`config.mk`:
```
export PLATFORM = sky130hd
export DESIGN_NAME = sfpc_top
export DESIGN_NICKNAME = d
export VERILOG_FILES = /design/src/hw/sfpc_top.v
export VERILOG_INCLUDE_DIRS = /design/src /design/src/hw
export SDC_FILE = /design/constraint.sdc
export NUM_CORES = 1
export LEC_CHECK = 0
export BUFFER_PORTS_ARGS = -buffer_cell sky130_fd_sc_hd__buf_2
export CAP_MARGIN = 40
export CORE_MARGIN = 1.5
export CORE_UTILIZATION = 40
export DETAILED_ROUTE_END_ITERATION = 16
export PLACE_DENSITY = 0.62
export SLEW_MARGIN = 10
export SYNTH_ARGS = -nofsm -noshare
export SYNTH_HDL_FRONTEND = slang
export SYNTH_SLANG_ARGS = --single-unit
```
`constraint.sdc`:
```
create_clock -name ref_clk_in -period 12.8 [get_ports ref_clk_in]
set_clock_uncertainty 0.1 [all_clocks]
set_input_delay 3.84 -clock ref_clk_in [delete_from_list [all_inputs] [get_ports ref_clk_in]]
set_output_delay 3.84 -clock ref_clk_in [all_outputs]
set_load 0.005 [all_outputs]
```
`src/hw/sfpc_map.vh`:
```
`ifndef SFPC_MAP_VH
`define SFPC_MAP_VH

// Register byte offsets
`define SFPC_ADDR_MODE 8'h00
`define SFPC_ADDR_TXD  8'h04
`define SFPC_ADDR_RXD  8'h08
`define SFPC_ADDR_FCR  8'h0c
`define SFPC_ADDR_FDR  8'h10
`define SFPC_ADDR_SPTR 8'h14
`define SFPC_ADDR_LSR  8'h18
`define SFPC_ADDR_STAT 8'h1c

// Mode register fields
`define SFPC_MODE_SYNC  0
`define SFPC_MODE_CHR7  1
`define SFPC_MODE_PEN   2
`define SFPC_MODE_ODD   3
`define SFPC_MODE_STOP2 4
`define SFPC_MODE_CKS   5
`define SFPC_MODE_TXEN  7
`define SFPC_MODE_RXEN  8
`define SFPC_MODE_DIV   16
`define SFPC_MODE_MASK  24'hff01ff
`define SFPC_MODE_RST   24'h000000

// FIFO control fields
`define SFPC_FCR_LOOP  0
`define SFPC_FCR_RCLR  1
`define SFPC_FCR_TCLR  2
`define SFPC_FCR_MCE   3
`define SFPC_FCR_RTSLV 8
`define SFPC_FCR_MASK  11'h7ff
`define SFPC_FCR_RST   11'h000

// Fill count and pin port
`define SFPC_FDR_TX    8
`define SFPC_SPTR_RST  8'h50

// Oversampling timing
`define SFPC_OVS_LAST  4'hf
`define SFPC_SMP_PH    4'h7

// Bus answers
`define SFPC_RESP_OK   2'b00
`define SFPC_RESP_ERR  2'b10
`endif

```
`src/hw/sfpc_top.v`:
```
`timescale 1ns/1ps
`include "sfpc_map.vh"
module sfpc_top #(
    parameter FIFO_AW = 4
) (
    input  wire        ref_clk_in,
    input  wire        reset_n_in,
    input  wire [7:0]  s_axi_awaddr_in,
    input  wire        s_axi_awvalid_in,
    output wire        s_axi_awready_out,
    input  wire [31:0] s_axi_wdata_in,
    input  wire [3:0]  s_axi_wstrb_in,
    input  wire        s_axi_wvalid_in,
    output wire        s_axi_wready_out,
    output wire [1:0]  s_axi_bresp_out,
    output wire        s_axi_bvalid_out,
    input  wire        s_axi_bready_in,
    input  wire [7:0]  s_axi_araddr_in,
    input  wire        s_axi_arvalid_in,
    output wire        s_axi_arready_out,
    output wire [31:0] s_axi_rdata_out,
    output wire [1:0]  s_axi_rresp_out,
    output wire        s_axi_rvalid_out,
    input  wire        s_axi_rready_in,
    input  wire        rxd_in,
    output wire        txd_out,
    input  wire        sck_in,
    output wire        sck_out,
    output wire        sck_oe_out,
    input  wire        rts_in,
    output wire        rts_out,
    output wire        rts_oe_out,
    input  wire        cts_in,
    output wire        cts_out,
    output wire        cts_oe_out
);

localparam [FIFO_AW:0] FULL = {1'b1, {FIFO_AW{1'b0}}};
localparam             DEP  = 1 << FIFO_AW;

// Reset release through two flops
reg rst1_r;
reg rst_r;
always @(posedge ref_clk_in or negedge reset_n_in) begin
    if (!reset_n_in) begin
        rst1_r <= 1'b0;
        rst_r  <= 1'b0;
    end else begin
        rst1_r <= 1'b1;
        rst_r  <= rst1_r;
    end
end

// Pin synchronisers {rts, cts, sck, rxd}; first stage feeds only the second
reg [3:0] s1_r;
reg [3:0] s2_r;
reg       sckd_r;
always @(posedge ref_clk_in or negedge rst_r) begin
    if (!rst_r) begin
        s1_r   <= 4'h0;
        s2_r   <= 4'h0;
        sckd_r <= 1'b0;
    end else begin
        s1_r   <= {rts_in, cts_in, sck_in, rxd_in};
        s2_r   <= s1_r;
        sckd_r <= s2_r[1];
    end
end

// Software state
reg [23:0]        mode_r;
reg [10:0]        fcr_r;
reg [7:0]         sptr_r;
reg               rx_overrun_flag_r;
reg               rx_overrun_flag_seen_r;
reg               fer_r;
reg               per_r;
reg               brk_r;
reg [7:0]         tmem [0:DEP-1];
reg [7:0]         rmem [0:DEP-1];
reg [FIFO_AW-1:0] twp_r;
reg [FIFO_AW-1:0] trp_r;
reg [FIFO_AW:0]   tcnt_r;
reg [FIFO_AW-1:0] rwp_r;
reg [FIFO_AW-1:0] rrp_r;
reg [FIFO_AW:0]   rcnt_r;

wire       sync  = mode_r[`SFPC_MODE_SYNC];
wire       chr7  = mode_r[`SFPC_MODE_CHR7] & ~sync;
wire       pen   = mode_r[`SFPC_MODE_PEN] & ~sync;
wire       podd  = mode_r[`SFPC_MODE_ODD];
wire       stop2 = mode_r[`SFPC_MODE_STOP2];
wire [1:0] cks   = mode_r[`SFPC_MODE_CKS+1:`SFPC_MODE_CKS];
wire       txen  = mode_r[`SFPC_MODE_TXEN];
wire       rxen  = mode_r[`SFPC_MODE_RXEN];
wire [7:0] div   = mode_r[`SFPC_MODE_DIV+7:`SFPC_MODE_DIV];
wire       loop  = fcr_r[`SFPC_FCR_LOOP];
wire       rclr  = fcr_r[`SFPC_FCR_RCLR];
wire       tclr  = fcr_r[`SFPC_FCR_TCLR];
wire       modem_ctrl_enable   = fcr_r[`SFPC_FCR_MCE];

// Clock events: 10 selects the pin clock, 11 is treated as internal
wire ext      = (cks == 2'b10);
wire sck_rise = s2_r[1] & ~sckd_r;
wire sck_fall = ~s2_r[1] & sckd_r;
reg [7:0] dcnt_r;
reg [3:0] sph_r;
wire div_tick = (dcnt_r == div);
wire t16      = ext ? sck_rise : div_tick;
wire sh_ev    = ext ? sck_fall : (div_tick & (sph_r == `SFPC_OVS_LAST));
wire smp_ev   = ext ? sck_rise : (div_tick & (sph_r == `SFPC_SMP_PH));
always @(posedge ref_clk_in or negedge rst_r) begin
    if (!rst_r) begin
        dcnt_r <= 8'h00;
        sph_r  <= 4'h0;
    end else begin
        dcnt_r <= div_tick ? 8'h00 : dcnt_r + 8'h01;
        if (div_tick)
            sph_r <= sph_r + 4'h1;
    end
end

// Output pin flops
reg txd_r;
reg sck_r;
reg sck_oe_r;
reg rts_r;
reg rts_oe_r;
reg cts_r;
reg cts_oe_r;

// Clear-to-send seen by the transmitter; low means go
wire cts_lvl = ~modem_ctrl_enable ? 1'b0 : (loop ? rts_r : s2_r[2]);

// Transmitter: frame is shifted out LSB first, idle ones fill behind
reg        tbusy_r;
reg [11:0] tsr_r;
reg [3:0]  tleft_r;
reg [3:0]  tph_r;
wire [7:0] td    = tmem[trp_r];
wire       tpar  = ^(chr7 ? {1'b0, td[6:0]} : td) ^ podd;
wire [11:0] tfrm = sync ? {4'hf, td} :
                   chr7 ? {3'b111, pen ? tpar : 1'b1, td[6:0], 1'b0} :
                          {2'b11, pen ? tpar : 1'b1, td, 1'b0};
wire [3:0] tlen  = sync ? 4'h8 : 4'ha - {3'h0, chr7} + {3'h0, pen}
                   + {3'h0, stop2};
wire tgo  = ~tbusy_r & (tcnt_r != 0) & txen & ~tclr & ~cts_lvl
            & (sync ? sh_ev : t16);
wire tadv = sync ? sh_ev : (t16 & (tph_r == `SFPC_OVS_LAST));
always @(posedge ref_clk_in or negedge rst_r) begin
    if (!rst_r) begin
        tbusy_r <= 1'b0;
        tsr_r   <= 12'hfff;
        tleft_r <= 4'h0;
        tph_r   <= 4'h0;
    end else if (tgo) begin
        tbusy_r <= 1'b1;
        tsr_r   <= tfrm;
        tleft_r <= tlen;
        tph_r   <= 4'h0;
    end else if (tbusy_r) begin
        if (t16)
            tph_r <= tph_r + 4'h1;
        if (tadv) begin
            tsr_r   <= {1'b1, tsr_r[11:1]};
            tleft_r <= tleft_r - 4'h1;
            if (tleft_r == 4'h1)
                tbusy_r <= 1'b0;
        end
    end
end
wire tx_line = tbusy_r ? tsr_r[0] : 1'b1;

// Receiver: samples mid-bit on the eighth oversample pulse
reg        rbusy_r;
reg [11:0] rsr_r;
reg [3:0]  ridx_r;
reg [3:0]  rph_r;
reg        rdone_r;
wire       rx_line = loop ? txd_r : s2_r[0];
wire       rx_go   = rxen & ~rx_overrun_flag_r;
wire [3:0] rlen    = sync ? 4'h8 : 4'ha - {3'h0, chr7} + {3'h0, pen};
wire       samp    = sync ? smp_ev : (rbusy_r & t16 & (rph_r == `SFPC_SMP_PH));
always @(posedge ref_clk_in or negedge rst_r) begin
    if (!rst_r) begin
        rbusy_r <= 1'b0;
        rsr_r   <= 12'h000;
        ridx_r  <= 4'h0;
        rph_r   <= 4'h0;
        rdone_r <= 1'b0;
    end else begin
        rdone_r <= 1'b0;
        if (!rx_go) begin
            rbusy_r <= 1'b0;
            ridx_r  <= 4'h0;
        end else if (!sync && !rbusy_r) begin
            if (t16 && !rx_line) begin
                rbusy_r <= 1'b1;
                rph_r   <= 4'h0;
                ridx_r  <= 4'h0;
            end
        end else begin
            if (t16 && !sync)
                rph_r <= rph_r + 4'h1;
            if (samp) begin
                rsr_r[ridx_r] <= rx_line;
                if (!sync && ridx_r == 4'h0 && rx_line) begin
                    rbusy_r <= 1'b0;                 // Glitch, not a start bit
                end else if (ridx_r == rlen - 4'h1) begin
                    rbusy_r <= 1'b0;
                    ridx_r  <= 4'h0;
                    rdone_r <= 1'b1;
                end else begin
                    ridx_r <= ridx_r + 4'h1;
                end
            end
        end
    end
end

// Character check one cycle after the last sample
wire [7:0] rd_chr = sync ? rsr_r[7:0] :
                    chr7 ? {1'b0, rsr_r[7:1]} : rsr_r[8:1];
wire [3:0] pidx   = 4'h9 - {3'h0, chr7};
wire       pbit   = rsr_r[pidx];
wire       sbit   = rsr_r[pidx + {3'h0, pen}];
wire       c_fer  = rdone_r & ~sync & ~sbit;
wire       c_per  = rdone_r & pen & (^rd_chr ^ pbit ^ podd);
wire       c_brk  = c_fer & (rd_chr == 8'h00) & ~(pen & pbit);
wire       c_ovr  = rdone_r & (rcnt_r == FULL);
wire       rpush  = rdone_r & (rcnt_r != FULL) & ~rclr;

// Bus slave state
reg        awrdy_r;
reg        wrdy_r;
reg        bvalid_r;
reg [1:0]  bresp_r;
reg [7:0]  waddr_r;
reg [31:0] wdata_r;
reg [3:0]  wstrb_r;
reg        arrdy_r;
reg        rvalid_r;
reg [31:0] rdata_r;
reg [1:0]  rresp_r;
wire wr_go = ~awrdy_r & ~wrdy_r & ~bvalid_r;
wire rd_go = s_axi_arvalid_in & arrdy_r;
wire [31:0] wm = {{8{wstrb_r[3]}}, {8{wstrb_r[2]}}, {8{wstrb_r[1]}}, {8{wstrb_r[0]}}};
wire [31:0] wv = wdata_r & wm;
wire        w_mode = wr_go & (waddr_r == `SFPC_ADDR_MODE);
wire        w_txd  = wr_go & (waddr_r == `SFPC_ADDR_TXD);
wire        w_fcr  = wr_go & (waddr_r == `SFPC_ADDR_FCR);
wire        w_sptr = wr_go & (waddr_r == `SFPC_ADDR_SPTR);
wire        w_lsr  = wr_go & (waddr_r == `SFPC_ADDR_LSR);
wire        w_stat = wr_go & (waddr_r == `SFPC_ADDR_STAT);
wire        w_ok   = w_mode | w_txd | w_fcr | w_sptr | w_lsr | w_stat |
                     (wr_go & (waddr_r == `SFPC_ADDR_RXD)) |
                     (wr_go & (waddr_r == `SFPC_ADDR_FDR));

// FIFO traffic; a push to a full transmit FIFO is dropped
wire tpush = w_txd & wstrb_r[0] & (tcnt_r != FULL) & ~tclr;
wire rpop  = rd_go & (s_axi_araddr_in == `SFPC_ADDR_RXD) & (rcnt_r != 0) & ~rclr;

// FIFO pointers and fill counters
always @(posedge ref_clk_in or negedge rst_r) begin
    if (!rst_r) begin
        twp_r  <= {FIFO_AW{1'b0}};
        trp_r  <= {FIFO_AW{1'b0}};
        tcnt_r <= {(FIFO_AW+1){1'b0}};
        rwp_r  <= {FIFO_AW{1'b0}};
        rrp_r  <= {FIFO_AW{1'b0}};
        rcnt_r <= {(FIFO_AW+1){1'b0}};
    end else begin
        if (tclr) begin
            twp_r  <= {FIFO_AW{1'b0}};
            trp_r  <= {FIFO_AW{1'b0}};
            tcnt_r <= {(FIFO_AW+1){1'b0}};
        end else begin
            if (tpush)
                twp_r <= twp_r + 1'b1;
            if (tgo)
                trp_r <= trp_r + 1'b1;
            tcnt_r <= tcnt_r + {{FIFO_AW{1'b0}}, tpush}
                      - {{FIFO_AW{1'b0}}, tgo};
        end
        if (rclr) begin
            rwp_r  <= {FIFO_AW{1'b0}};
            rrp_r  <= {FIFO_AW{1'b0}};
            rcnt_r <= {(FIFO_AW+1){1'b0}};
        end else begin
            if (rpush)
                rwp_r <= rwp_r + 1'b1;
            if (rpop)
                rrp_r <= rrp_r + 1'b1;
            rcnt_r <= rcnt_r + {{FIFO_AW{1'b0}}, rpush}
                      - {{FIFO_AW{1'b0}}, rpop};
        end
    end
end

// FIFO storage has no reset; the counters say what is valid
always @(posedge ref_clk_in) begin
    if (tpush)
        tmem[twp_r] <= wdata_r[7:0];
    if (rpush)
        rmem[rwp_r] <= rd_chr;
end

// Software registers and flags; a hardware set beats a clear
always @(posedge ref_clk_in or negedge rst_r) begin
    if (!rst_r) begin
        mode_r      <= `SFPC_MODE_RST;
        fcr_r       <= `SFPC_FCR_RST;
        sptr_r      <= `SFPC_SPTR_RST;
        rx_overrun_flag_r      <= 1'b0;
        rx_overrun_flag_seen_r <= 1'b0;
        fer_r       <= 1'b0;
        per_r       <= 1'b0;
        brk_r       <= 1'b0;
    end else begin
        if (w_mode)
            mode_r <= ((mode_r & ~wm[23:0]) | wv[23:0]) & `SFPC_MODE_MASK;
        if (w_fcr)
            fcr_r <= ((fcr_r & ~wm[10:0]) | wv[10:0]) & `SFPC_FCR_MASK;
        if (w_sptr)
            sptr_r <= (sptr_r & ~wm[7:0]) | wv[7:0];
        // Clear only by a zero write that follows a read of one
        if (c_ovr) begin
            rx_overrun_flag_r <= 1'b1;
        end else if (w_lsr && wstrb_r[0] && !wdata_r[0] && rx_overrun_flag_seen_r) begin
            rx_overrun_flag_r      <= 1'b0;
            rx_overrun_flag_seen_r <= 1'b0;
        end else if (rd_go && s_axi_araddr_in == `SFPC_ADDR_LSR && rx_overrun_flag_r) begin
            rx_overrun_flag_seen_r <= 1'b1;
        end
        fer_r <= c_fer | (fer_r & ~(w_stat & wv[2]));
        per_r <= c_per | (per_r & ~(w_stat & wv[3]));
        brk_r <= c_brk | (brk_r & ~(w_stat & wv[4]));
    end
end

// Rts threshold; count must exceed the chosen level
reg [4:0] rts_lv;
always @* begin
    case (fcr_r[`SFPC_FCR_RTSLV+2:`SFPC_FCR_RTSLV])
        3'h0:    rts_lv = 5'h0f;
        3'h1:    rts_lv = 5'h01;
        3'h2:    rts_lv = 5'h04;
        3'h3:    rts_lv = 5'h06;
        3'h4:    rts_lv = 5'h08;
        3'h5:    rts_lv = 5'h0a;
        3'h6:    rts_lv = 5'h0c;
        default: rts_lv = 5'h0e;
    endcase
end
wire rts_func = modem_ctrl_enable & ({{(5-FIFO_AW){1'b0}}, rcnt_r[FIFO_AW-1:0]} > rts_lv
                | rcnt_r[FIFO_AW]);

// Serial clock made here: 16x in async 01, bit clock in synchronous
wire sck_gen = sync ? (~tbusy_r | sph_r[3]) : (dcnt_r <= {1'b0, div[7:1]});
wire sck_drv = ~ext & (sync | (cks == 2'b01));

// Pin drivers, all registered
always @(posedge ref_clk_in or negedge rst_r) begin
    if (!rst_r) begin
        txd_r    <= 1'b1;
        sck_r    <= 1'b0;
        sck_oe_r <= 1'b0;
        rts_r    <= 1'b0;
        rts_oe_r <= 1'b0;
        cts_r    <= 1'b1;
        cts_oe_r <= 1'b0;
    end else begin
        txd_r    <= sptr_r[1] ? sptr_r[0] : (txen ? tx_line : 1'b1);
        rts_r    <= sptr_r[7] ? sptr_r[6] : rts_func;
        rts_oe_r <= sptr_r[7] | modem_ctrl_enable;
        cts_r    <= sptr_r[4];
        cts_oe_r <= sptr_r[5];
        sck_r    <= sptr_r[3] ? sptr_r[2] : sck_gen;
        sck_oe_r <= sptr_r[3] | sck_drv;
    end
end

// Read mux; pin-value bits show the synchronised pin levels
reg [31:0] rd_v;
reg        rd_ok;
always @* begin
    rd_v  = 32'h0000_0000;
    rd_ok = 1'b1;
    case (s_axi_araddr_in)
        `SFPC_ADDR_MODE: rd_v[23:0] = mode_r;
        `SFPC_ADDR_TXD:  rd_v = 32'h0000_0000;
        `SFPC_ADDR_RXD:  rd_v[7:0] = rmem[rrp_r];
        `SFPC_ADDR_FCR:  rd_v[10:0] = fcr_r;
        `SFPC_ADDR_FDR: begin
            rd_v[`SFPC_FDR_TX +: FIFO_AW+1] = tcnt_r;
            rd_v[FIFO_AW:0] = rcnt_r;
        end
        `SFPC_ADDR_SPTR: rd_v[7:0] = {sptr_r[7], s2_r[3], sptr_r[5], s2_r[2],
                                      sptr_r[3], s2_r[1], sptr_r[1], s2_r[0]};
        `SFPC_ADDR_LSR:  rd_v[0] = rx_overrun_flag_r;
        `SFPC_ADDR_STAT: rd_v[4:0] = {brk_r, per_r, fer_r, rcnt_r == FULL,
                                      rcnt_r != 0};
        default:         rd_ok = 1'b0;
    endcase
end

// Write channels are taken in either order; response follows both
always @(posedge ref_clk_in or negedge rst_r) begin
    if (!rst_r) begin
        awrdy_r  <= 1'b1;
        wrdy_r   <= 1'b1;
        bvalid_r <= 1'b0;
        bresp_r  <= `SFPC_RESP_OK;
        waddr_r  <= 8'h00;
        wdata_r  <= 32'h0000_0000;
        wstrb_r  <= 4'h0;
        arrdy_r  <= 1'b1;
        rvalid_r <= 1'b0;
        rdata_r  <= 32'h0000_0000;
        rresp_r  <= `SFPC_RESP_OK;
    end else begin
        if (s_axi_awvalid_in && awrdy_r) begin
            awrdy_r <= 1'b0;
            waddr_r <= s_axi_awaddr_in;
        end
        if (s_axi_wvalid_in && wrdy_r) begin
            wrdy_r  <= 1'b0;
            wdata_r <= s_axi_wdata_in;
            wstrb_r <= s_axi_wstrb_in;
        end
        if (wr_go) begin
            bvalid_r <= 1'b1;
            bresp_r  <= w_ok ? `SFPC_RESP_OK : `SFPC_RESP_ERR;
        end
        if (bvalid_r && s_axi_bready_in) begin
            bvalid_r <= 1'b0;
            awrdy_r  <= 1'b1;
            wrdy_r   <= 1'b1;
        end
        if (rd_go) begin
            arrdy_r  <= 1'b0;
            rvalid_r <= 1'b1;
            rdata_r  <= rd_v;
            rresp_r  <= rd_ok ? `SFPC_RESP_OK : `SFPC_RESP_ERR;
        end
        if (rvalid_r && s_axi_rready_in) begin
            rvalid_r <= 1'b0;
            arrdy_r  <= 1'b1;
        end
    end
end

assign s_axi_awready_out = awrdy_r;
assign s_axi_wready_out  = wrdy_r;
assign s_axi_bvalid_out  = bvalid_r;
assign s_axi_bresp_out   = bresp_r;
assign s_axi_arready_out = arrdy_r;
assign s_axi_rvalid_out  = rvalid_r;
assign s_axi_rdata_out   = rdata_r;
assign s_axi_rresp_out   = rresp_r;
assign txd_out           = txd_r;
assign sck_out           = sck_r;
assign sck_oe_out        = sck_oe_r;
assign rts_out           = rts_r;
assign rts_oe_out        = rts_oe_r;
assign cts_out           = cts_r;
assign cts_oe_out        = cts_oe_r;

endmodule

```
== Yosys cells after proc, flatten, opt, wreduce, memory -nomap -nowiden ==
Memory sizes are Yosys's and may differ from the RTL's.
Index checks and enable logic that the tools add are counted.
W data, S select, Z words.
Word-level totals
  memories: 2
  bits of input ports: 63
  RAM bits: 256
  output and inout bits: 48
  bits in registers: 208
Cells by class
  add/subtract/negate cells: 20
  magnitude comparators: 6
  bitwise operators: 97
  reduce and logical (&&, ||, !) cells: 50
  mux-type cells: 101
  equality and inequality tests: 37
Memories
  rmem: words 16, width 8, read ports 1, clocked after Yosys merged registers in 0, wr ports 1, line sfpc_top.v:80  | reg [7:0] rmem [0:DEP-1];
  tmem: words 16, width 8, read ports 1, clocked after Yosys merged registers in 0, wr ports 1, line sfpc_top.v:79  | reg [7:0] tmem [0:DEP-1];
Operators by type and width (number)
  $mux W4: 24
  $eq A8 B5 Y1 const B: 8
  $mux W1: 53
  $and A1 B1 Y1: 50
  $and A24 B24 Y24: 2
  $mux W12: 3
  $add A4 B1 Y4 const B: 8
  $eq A8 B4 Y1 const B: 4
  $mux W8: 4
  $pmux W4 S7: 1
  $reduce_bool A2 Y1: 14
  $logic_not A8 Y1: 3
  $not A24 Y24: 1
  $or A24 B24 Y24: 1
  $pmux W4 S6: 1
  $mux W10: 2
  $not A1 Y1: 19
  $eq A8 B3 Y1 const B: 2
  $reduce_xor A8 Y1: 2
  $logic_and A1 B1 Y1: 15
  $lt A4 B5 Y1 const B: 3
  $or A1 B1 Y1: 15
  $add A4 B1 Y4: 3
  $bwmux W12: 1
  other kinds (47): 72

== Longest topological paths before layout ==
Gate-level depths: netlist of the first run.
  word-level depth: 12
  gate-level depth with buffers: 18
  mapped depth without buffers: 16

== Worst setup path after synthesis of the first run ==
No wires, ideal clock.
  path kind: input port to flip-flop
  start: input port s_axi_araddr_in[0]
  end: register rcnt_r[4]
  required time: 12622 ps
  path buffers: 2
  stages: 15
  data arrival time: 7060 ps
  slack: 5562 ps
  cell sequence: or4_1 -> or3_1 -> clkbuf_1 -> nor3b_2 -> and3_1 -> buf_2 -> nor2b_1 -> ha_1 -> inv_1 -> ha_1 -> fa_1 -> a21oi_1 -> nor2_1 -> or3_1 -> a21oi_1
Between the ends
  longest elaborated chain between the ends: 6
RTL lines
  from (decl): line sfpc_top.v:18  | input wire [7:0] s_axi_araddr_in,
  $eq A8 B4 Y1
  $and A1 B1 Y1 (3 in series): line sfpc_top.v:261  | wire rpop = rd_go & (s_axi_araddr_in == `SFPC_ADDR_RXD) & (rcnt_r != 0) & ~rclr;
  $sub A5 B1 Y5: line sfpc_top.v:295  | - {{FIFO_AW{1'b0}}, rpop};
  $mux W5: line sfpc_top.v:285  | if (rclr) begin
  to (signal assigned): line sfpc_top.v:271  | rcnt_r <= {(FIFO_AW+1){1'b0}};
  to (signal assigned): line sfpc_top.v:288  | rcnt_r <= {(FIFO_AW+1){1'b0}};
  to (signal assigned): line sfpc_top.v:294  | rcnt_r <= rcnt_r + {{FIFO_AW{1'b0}}, rpush}
  to (decl): line sfpc_top.v:86  | reg [FIFO_AW:0] rcnt_r;
No other way between the ends.
A chain may end at the register's enable or synchronous reset.

== Worst setup path in the final report of the first run ==
Same ends and word-level chain as after synthesis.

==> out/metrics.cfg, run 1 <==
[outcome]
status = complete, no violations

[place]
io_buffer_count = 83
dp.final_hpwl_um = 29200
dpl_worst_slack_ns = 5.15
gp_congestion = 0.846
place_inst = 2036

[final_layout]
finish.net_count = 1580
final_common_cell = edfxtp_1
stdcell_count = 2123
antenna_cells = 0
syn_to_final_growth_pct = 13.6
mostFrequentLayoutCells = edfxtp_1, dfrtp_1, nand2_1, nor2_1, buf_2
layout-drive-gt1-share_pct = 22.8

[synthesis]
synth_ff_type = edfxtp_1
syn_inst = 1366
synth-seq-cells = 452
syn_area_mm2 = 0.0196
ys_types = 67
async_flop_share_pct = 43.4
synth_edf_count = 256
synth_warnings = 0
yosysSeqAreaShare_pct = 64.2
syn_avg_cell_area_um2 = 14.4

[clock_network]
clk_latency_ns = 0.58
cts_root_buffer = clkbuf_16
cts_resized = 0
tritoncts = done
cts-htree-levels = 2
postCtsSetupBuffers = 0
cts_sinks = 452
cts_hold_buffers = 0
numCtsBuffers = 46
cts_buffer_depth = 3
path_clk_slew_ns = 0.06

[global_route]
gr-total-overflow = 0
grt_pass1_wl_um = 68100
grt_start_max_net_pins = 67
antenna_found_initial = 0
track_usage_pct = 17.6
grt_pass1_vias = 11640

[power_and_ir_drop]
p_leak_nw = 8.69
irDropWorstVdd_v = 0.000157
total_power_w = 0.00403
pwr_density_cell_mw_per_mm2 = 181

[critical_path]
rr_worst_depth = 16
crit_type = input port to flop
critical_path_peak_fanout = 9
r2r_slack_ns = 8.17
crit_path_end = rcnt_r[4]
slowest_delay_ns = 0.53
path_cells = buf_2 -> or4_1 -> or3_1 -> nor3b_2 -> and3_1 -> nor2b_1 -> ha_1 -> inv_1 -> ha_1 -> fa_1 -> a21oi_1 -> nor2_1 -> or3_1 -> a21oi_1
worstSetupPathDepth = 14
reg2reg_from = dcnt_r[2]
path_delay_family = simple AND/OR/NAND/NOR gates
endpoint_kind = flop
worstSetupStartpoint = s_axi_araddr_in[0]
startpoint_type = input port
required_ns = 13.20
cp.arrival_ns = 7.48
path_buf_inv = 2
timing.rr.end = tcnt_r[4]
critPathSlowestCell = or4_1

[drt]
vias_per_cell = 5.35
wl_um = 43100
num_vias = 11359
drt_iter0_markers = 668
antenna_left = 0
dr.pass1.iters = 6
drcViolationCount = 0
wl_per_cell_um = 20.3

[timing]
fmax_mhz = 141
setup_viol = 0
slew_headroom_pct = 37.1
final.min_clock_period_ns = 7.08
fin_ws_ns = 5.72
final-hold-violation-count = 0
setup-tns-final_ns = 0
rsz0062_at_grt = no
fin_crit_sh_pct = 55.3
hold_ws_ns = 0.250
worst_pin_slew_ns = 0.941
timing.final.max_slew_violations = 0

[floorplanning]
die_height_um = 225
start_util_pct = 40.4
core_mm2 = 0.0486
dieArea_mm2 = 0.0504
ios = 111
rows = 81
die_w_um = 225

[hold_path]
hold_class = flop to flop

[job]
max-cap-violations = 0

-- cell families after synthesis --
kind of cell | Yosys count | synth area share [%]
AO/OA/AOI/OAI | 157 | 5.39
AND/OR/NAND/NOR | 353 | 8.27
buffers and inverters | 121 | 2.73
flip-flops | 452 | 64.2
multiplexers | 176 | 13.5
other | 2 | 0.0383
adder cells (fa/ha/maj) | 53 | 3.45
XOR/XNOR | 52 | 2.39
-- synthesized netlist by cell type, drive strengths merged (5+ instances only) --
library cell,n,area share [%]
nor2b,16,0.51
nor3b,8,0.36
nor3,17,0.46
xor2,24,1.1
o221ai,7,0.31
a31oi,5,0.16
a21o,8,0.31
a22oi,21,0.80
nand4,13,0.41
edfxtp,256,39
inv,55,1.1
xnor2,27,1.2
o22ai,6,0.19
mux4,62,7.1
buf,37,1.1
a221o,8,0.41
ha,51,3.3
and3,6,0.19
nor2,108,2.1
or3,6,0.19
o21ai,33,0.84
clkbuf,29,0.55
a21oi,38,0.97
nand3,27,0.69
nand2,123,2.4
mux2i,27,1.4
dfrtp,179,23
nand2b,10,0.32
dfstp,17,2.3
mux2,87,5.0
a222oi,6,0.31
-- metal layers --
layer | part of all wire, % | track usage [%] | vias to the layer above
li1 | - | - | 5234
met2 | 49 | 29.3 | 235
met5 | 0 | 0 | -
met3 | 4.2 | 3.04 | 69
met1 | 44 | 23.8 | 5821
met4 | 2.5 | 5.28 | 0
-- area by class of cell --
type                    count  area, um^2
clock buffers              57        1240
fillers                  4270       26300
inverters                  55         206
flip-flops and latches    452       12600
multi-input cells         805        6530
well taps                 622         778
clock inverters            28         288
repair buffers            104         637
-- power breakdown --
part           switching, W  internal (W)
Sequential         0.000243       0.00176
Clock              0.000564      0.000793
Combinational      0.000333      0.000336
Total               0.00114       0.00289
-- through the flow --
step / instance area [um^2] / util [%]
floorplan: 19700 / -
detailed placement: 20700 / 42.6
global placement: 20700 / 42.5
global route: 22300 / 45.8
CTS: 22300 / 45.8
finish: 22300 / 45.8
-- state kept, by name, summed over array words and instances, names as in the netlist, 5 cells and up, named ones only --
signal	flops
rsr_r	12
tsr_r	10
rmem	128
waddr_r	8
tcnt_r	5
s_axi_rdata_out	21
rcnt_r	5
tmem	128
wdata_r	19
dcnt_r	8
-- worst min path at each step --
| stage | startpoint | endpoint | slack, ns | cells after the start |
|---|---|---|---|---|
| 6_report | s1_r[1] | s2_r[1] | 0.25 | 0 |
| 5_1_grt | s1_r[3] | s2_r[3] | 0.26 | 0 |
| 2_1_floorplan | rst1_r | rst_r | 0.23 | 0 |
| 4_1_cts | s1_r[1] | s2_r[1] | 0.25 | 0 |
| 3_3_place_gp | s1_r[0] | s2_r[0] | 0.24 | 0 |
| 3_5_place_dp | s1_r[0] | s2_r[0] | 0.24 | 0 |
Note: power is estimated with default switching activity, not from simulation.
==> inputs of run 2 (changes only) <==
PLACE_DENSITY = 0.64   (was 0.62)
clock period = 6.51 ns   (was 12.8 ns; I/O delays follow)
==> run 2 against run 1 <==
Compared with the run above:
- clock power rose by 96%
- hold slack got worse by 0.039 ns
- via count is 0.51% higher
- setup slack got worse by 4.2 ns
- die area unchanged
- power up 97%
- sequential share of layout area increased by 0.054 points
- routed wire length increased by 0.80%
- final cell count unchanged
==> out/metrics.cfg, run 2 (same netlist as run 1, synthesis figures left out) <==
[global_route]
track_usage_pct = 17.8
antenna_found_initial = 0
gr-total-overflow = 0
grt_pass1_vias = 11592
grt_pass1_wl_um = 68400
grt_start_max_net_pins = 63

[floorplanning]
rows = 81
die_height_um = 225
die_w_um = 225
core_mm2 = 0.0486
start_util_pct = 40.4
dieArea_mm2 = 0.0504
ios = 111

[power_and_ir_drop]
p_sw_w = 0.00226
p_clk_share_pct = 33.6
p_int_w = 0.00566
p_seq_share_pct = 50.0
comb_power_share_pct = 16.4
pwr_density_cell_mw_per_mm2 = 356
swShare_pct = 28.6
p_leak_nw = 8.85
irDropWorstVdd_v = 0.000275

[critical_path]
critical_path_peak_fanout = 9
worstSetupPathDepth = 15
startpoint_type = input port
worstSetupStartpoint = s_axi_araddr_in[0]
reg2reg_from = dcnt_r[2]
path_delay_family = simple AND/OR/NAND/NOR gates
crit_path_end = rcnt_r[4]
crit_type = input port to flop
slowest_delay_ns = 0.53
critPathSlowestCell = or4_1
r2r_slack_ns = 2.01
rr_worst_depth = 16
endpoint_kind = flop
timing.rr.end = tcnt_r[4]
required_ns = 6.90
cp.arrival_ns = 5.39
path_buf_inv = 3
path_cells = buf_2 -> or4_1 -> or3_1 -> nor3b_2 -> buf_4 -> and3_1 -> nor2b_1 -> ha_1 -> inv_1 -> ha_1 -> fa_1 -> a21oi_1 -> nor2_1 -> or3_1 -> a21oi_1

[drt]
num_vias = 11417
wl_um = 43400
dr.pass1.iters = 5
vias_per_cell = 5.38
drcViolationCount = 0
antenna_left = 0
drt_iter0_markers = 868
wl_per_cell_um = 20.5

[final_layout]
finish.net_count = 1580
final_common_cell = edfxtp_1
syn_to_final_growth_pct = 13.5
layout-drive-gt1-share_pct = 22.6
mostFrequentLayoutCells = edfxtp_1, dfrtp_1, nand2_1, nor2_1, buf_2
antenna_cells = 0

[clock_network]
cts_buffer_depth = 3
cts_sinks = 452
clk_latency_ns = 0.59
tritoncts = done
cts_root_buffer = clkbuf_16
path_clk_slew_ns = 0.06
postCtsSetupBuffers = 0
cts_hold_buffers = 0
numCtsBuffers = 46
cts-htree-levels = 2
cts_resized = 0

[job]
max-cap-violations = 0

[timing]
rsz0062_at_grt = no
fin_crit_sh_pct = 76.8
final-hold-violation-count = 0
setup-tns-final_ns = 0
setup_viol = 0
worst_pin_slew_ns = 0.910
slew_headroom_pct = 39.3
hold_ws_ns = 0.211
final.min_clock_period_ns = 5.00
fmax_mhz = 200
timing.final.max_slew_violations = 0

[outcome]
status = complete, no violations

[place]
gp_congestion = 0.800
io_buffer_count = 83
dp.final_hpwl_um = 29800

[hold_path]
hold_class = flop to async pin

==> run 2: cell count changes in the layout (fill, tap and decap cells not counted), sizes merged <==
cell,change
bufinv,-1
clkbuf,+4
clkinv,-1
clkinvlp,-2
==> run 2: area by class of cell <==
class	instances	area, um^2
inverter	55	206
fill	4269	26400
timing repair buffer	104	626
clock inverter	24	253
multi-input combinational	805	6530
sequential	452	12600
clock buffer	61	1270
tap	622	778
==> run 2: per-stage QoR <==
| step | util [%] | total power (W) | worst slack, ns | instances | instance area, um^2 |
|---|---|---|---|---|---|
| floorplan | - | 0.00480 | 0.574 | 1378 | 19700 |
| global placement | 42.5 | 0.00524 | 0.941 | 2032 | 20700 |
| detailed placement | 42.7 | 0.00532 | 0.952 | 2038 | 20800 |
| CTS | 45.8 | 0.00799 | 1.54 | 2123 | 22300 |
| global route | 45.8 | 0.00831 | 1.33 | 2123 | 22300 |
| finish | 45.8 | 0.00792 | 1.51 | 2123 | 22300 |
==> run 2: power by group through the flow <==
| stage | Sequential [W] | Clock, W | Combinational (W) |
|---|---|---|---|
| after global routing | 0.00402 | 0.00283 | 0.00147 |
| after global placement | 0.00400 | 0 | 0.00125 |
| after floorplan | 0.00378 | 0 | 0.00102 |
| after CTS | 0.00396 | 0.00271 | 0.00131 |
| after detailed placement | 0.00402 | 0 | 0.00130 |
| final | 0.00396 | 0.00266 | 0.00130 |
==> run 2: per-layer routing <==
metal  up-vias  global-route usage, %  part of all wire (%)
li1       5224                      -                     -
met3        67                   2.52                   4.0
met4         0                   7.08                   3.2
met2       251                   29.1                    49
met1      5875                   23.9                    44
met5         -                      0                     0
==> run 2: worst min-delay path by stage <==
stage / to / slack (ns) / cells after the start
floorplan: rst_r / 0.23 / 0
global placement: wdata_r[22] / 0.23 / 0
detailed placement: wdata_r[22] / 0.24 / 0
CTS: async pin / 0.24 / 0
global route: s2_r[2] / 0.26 / 0
finish: wdata_r[22] / 0.21 / 0
==> inputs of run 3 (changes only) <==
clock period = 4.1 ns   (was 6.51 ns; I/O delays follow)
==> run 3 against run 2 <==
Compared with the run above:
- register-to-register slack worse by 1.5 ns
- non-clock buffer count rose by 28
- sequential share of layout area fell by 0.48 points
- clock power is 55% higher
- cell area rose by 0.84%
- sequential power is 58% higher
- hold slack lost 0.035 ns
- global-route usage is 0.075 points higher
- power rose by 58%
- sequential cell count unchanged
- critical path type unchanged
- critical endpoint unchanged
- largest power group unchanged
==> out/metrics.cfg, run 3 (same netlist as run 1, synthesis figures left out) <==
[outcome]
status = complete, no violations

[critical_path]
endpoint_kind = flop
startpoint_type = input port
cp.arrival_ns = 4.26
required_ns = 4.50
critical_path_peak_fanout = 2
crit_type = input port to flop

[clock_network]
path_clk_slew_ns = 0.06
numCtsBuffers = 46
cts_sinks = 452
cts-htree-levels = 2
clk_latency_ns = 0.59
tritoncts = done
cts_buffer_depth = 3
cts_root_buffer = clkbuf_16
cts_hold_buffers = 0
postCtsSetupBuffers = 0
cts_resized = 0

[global_route]
grt_pass1_wl_um = 68700
track_usage_pct = 17.8
antenna_found_initial = 4
grt_pass1_vias = 11652
grt_start_max_net_pins = 68
gr-total-overflow = 0

[place]
placed_area_mm2 = 0.0210
io_buffer_count = 83
dp.final_hpwl_um = 29900
gp_congestion = 0.814
dpl_worst_slack_ns = -0.320

[timing]
rsz0062_at_grt = no
setup-tns-final_ns = 0
setup_viol = 0
fin_ws_ns = 0.242
hold_ws_ns = 0.176
worst_pin_slew_ns = 0.871
final.min_clock_period_ns = 3.86
fmax_mhz = 259
timing.final.max_slew_violations = 0
slew_headroom_pct = 41.7
final-hold-violation-count = 0
fin_crit_sh_pct = 94.1

[job]
max-cap-violations = 0

[drt]
antenna_left = 0
wl_um = 43600
vias_per_cell = 5.31
drt_iter0_markers = 921
drcViolationCount = 0
dr.pass1.iters = 5
wl_per_cell_um = 20.3
num_vias = 11426

[floorplanning]
core_mm2 = 0.0486
ios = 111
die_w_um = 225
dieArea_mm2 = 0.0504
start_util_pct = 40.4
die_height_um = 225
rows = 81

[final_layout]
final_common_cell = edfxtp_1
finish.net_count = 1608
mostFrequentLayoutCells = edfxtp_1, dfrtp_1, nand2_1, nor2_1, buf_2
layout-drive-gt1-share_pct = 23.7
design_area_mm2 = 0.0225
syn_to_final_growth_pct = 14.4

[hold_path]
hold_class = flop to async pin

[power_and_ir_drop]
total_power_w = 0.0125
p_leak_nw = 8.97
irDropWorstVdd_v = 0.000473
pwr_density_cell_mw_per_mm2 = 557

## run 3: cell count changes in the layout (fill, tap and decap cells not counted), sizes merged
| cell | change |
|---|---|
| clkbuf | +6 |
| inv | +2 |
| clkdlybuf4s15 | -1 |
| diode | +2 |
| bufinv | -1 |
| clkinv | -10 |
| buf | +29 |
## run 3: final timing paths
kind | from | to | slack (ns) | cells after the start
min in group ref_clk_in | s1_r[0] | s2_r[0] | 0.25 | 0
max in group asynchronous | rst_r | tsr_r[8] | 2.71 | 2
worst max register to register | s_axi_wready_out | tcnt_r[4] | 0.50 | 17
worst max-delay path | s_axi_araddr_in[0] | rcnt_r[4] | 0.24 | 14
worst min-delay path | rst_r | s_axi_rvalid_out | 0.18 | 0
worst min register to register | rst_r | s_axi_rvalid_out | 0.18 | 0
## run 3: per-layer routing
metal / up-vias / global-route usage (%) / wire [um]
li1: 5282 / - / -
met1: 5795 / 25.0 / 19300
met2: 283 / 28.1 / 20700
met3: 66 / 2.73 / 2350
met4: 0 / 6.95 / 1280
met5: - / 0 / 0
## run 3: report_power, final
group | switching [W] | leakage [nW] | total (W) | internal [W]
sequential | 0.000755 | 4.99 | 0.00625 | 0.00550
clock | 0.00176 | 0.709 | 0.00413 | 0.00237
combinational | 0.00105 | 3.27 | 0.00213 | 0.00108
total | 0.00357 | 8.97 | 0.0125 | 0.00895
## run 3: worst max-delay path, stage by stage
cell	delay (ns)
buf_2	0.10
or4_4	0.52
or3_1	0.44
nor3b_4	0.24
and3_1	0.21
nor2b_1	0.17
ha_1	0.14
inv_1	0.04
ha_2	0.18
fa_2	0.37
a21oi_2	0.12
nor2_1	0.05
or3_1	0.34
a21oi_1	0.12
## run 3: layout make-up
| class | count | area (um^2) |
|---|---|---|
| Tap cell | 622 | 778 |
| Sequential cell | 452 | 12600 |
| Inverter | 55 | 206 |
| Fill cell | 4247 | 26200 |
| Antenna cell | 2 | 5.00 |
| Clock buffer | 67 | 1280 |
| Timing Repair Buffer | 132 | 841 |
| Clock inverter | 15 | 190 |
| Multi-Input combinational cell | 805 | 6550 |
## run 3: through the flow
stage,std cells,util [%]
6_report,2150,46.2
5_1_grt,2150,46.2
4_1_cts,2148,46.2
3_5_place_dp,2066,43.2
3_3_place_gp,2064,43.1
2_1_floorplan,1378,-
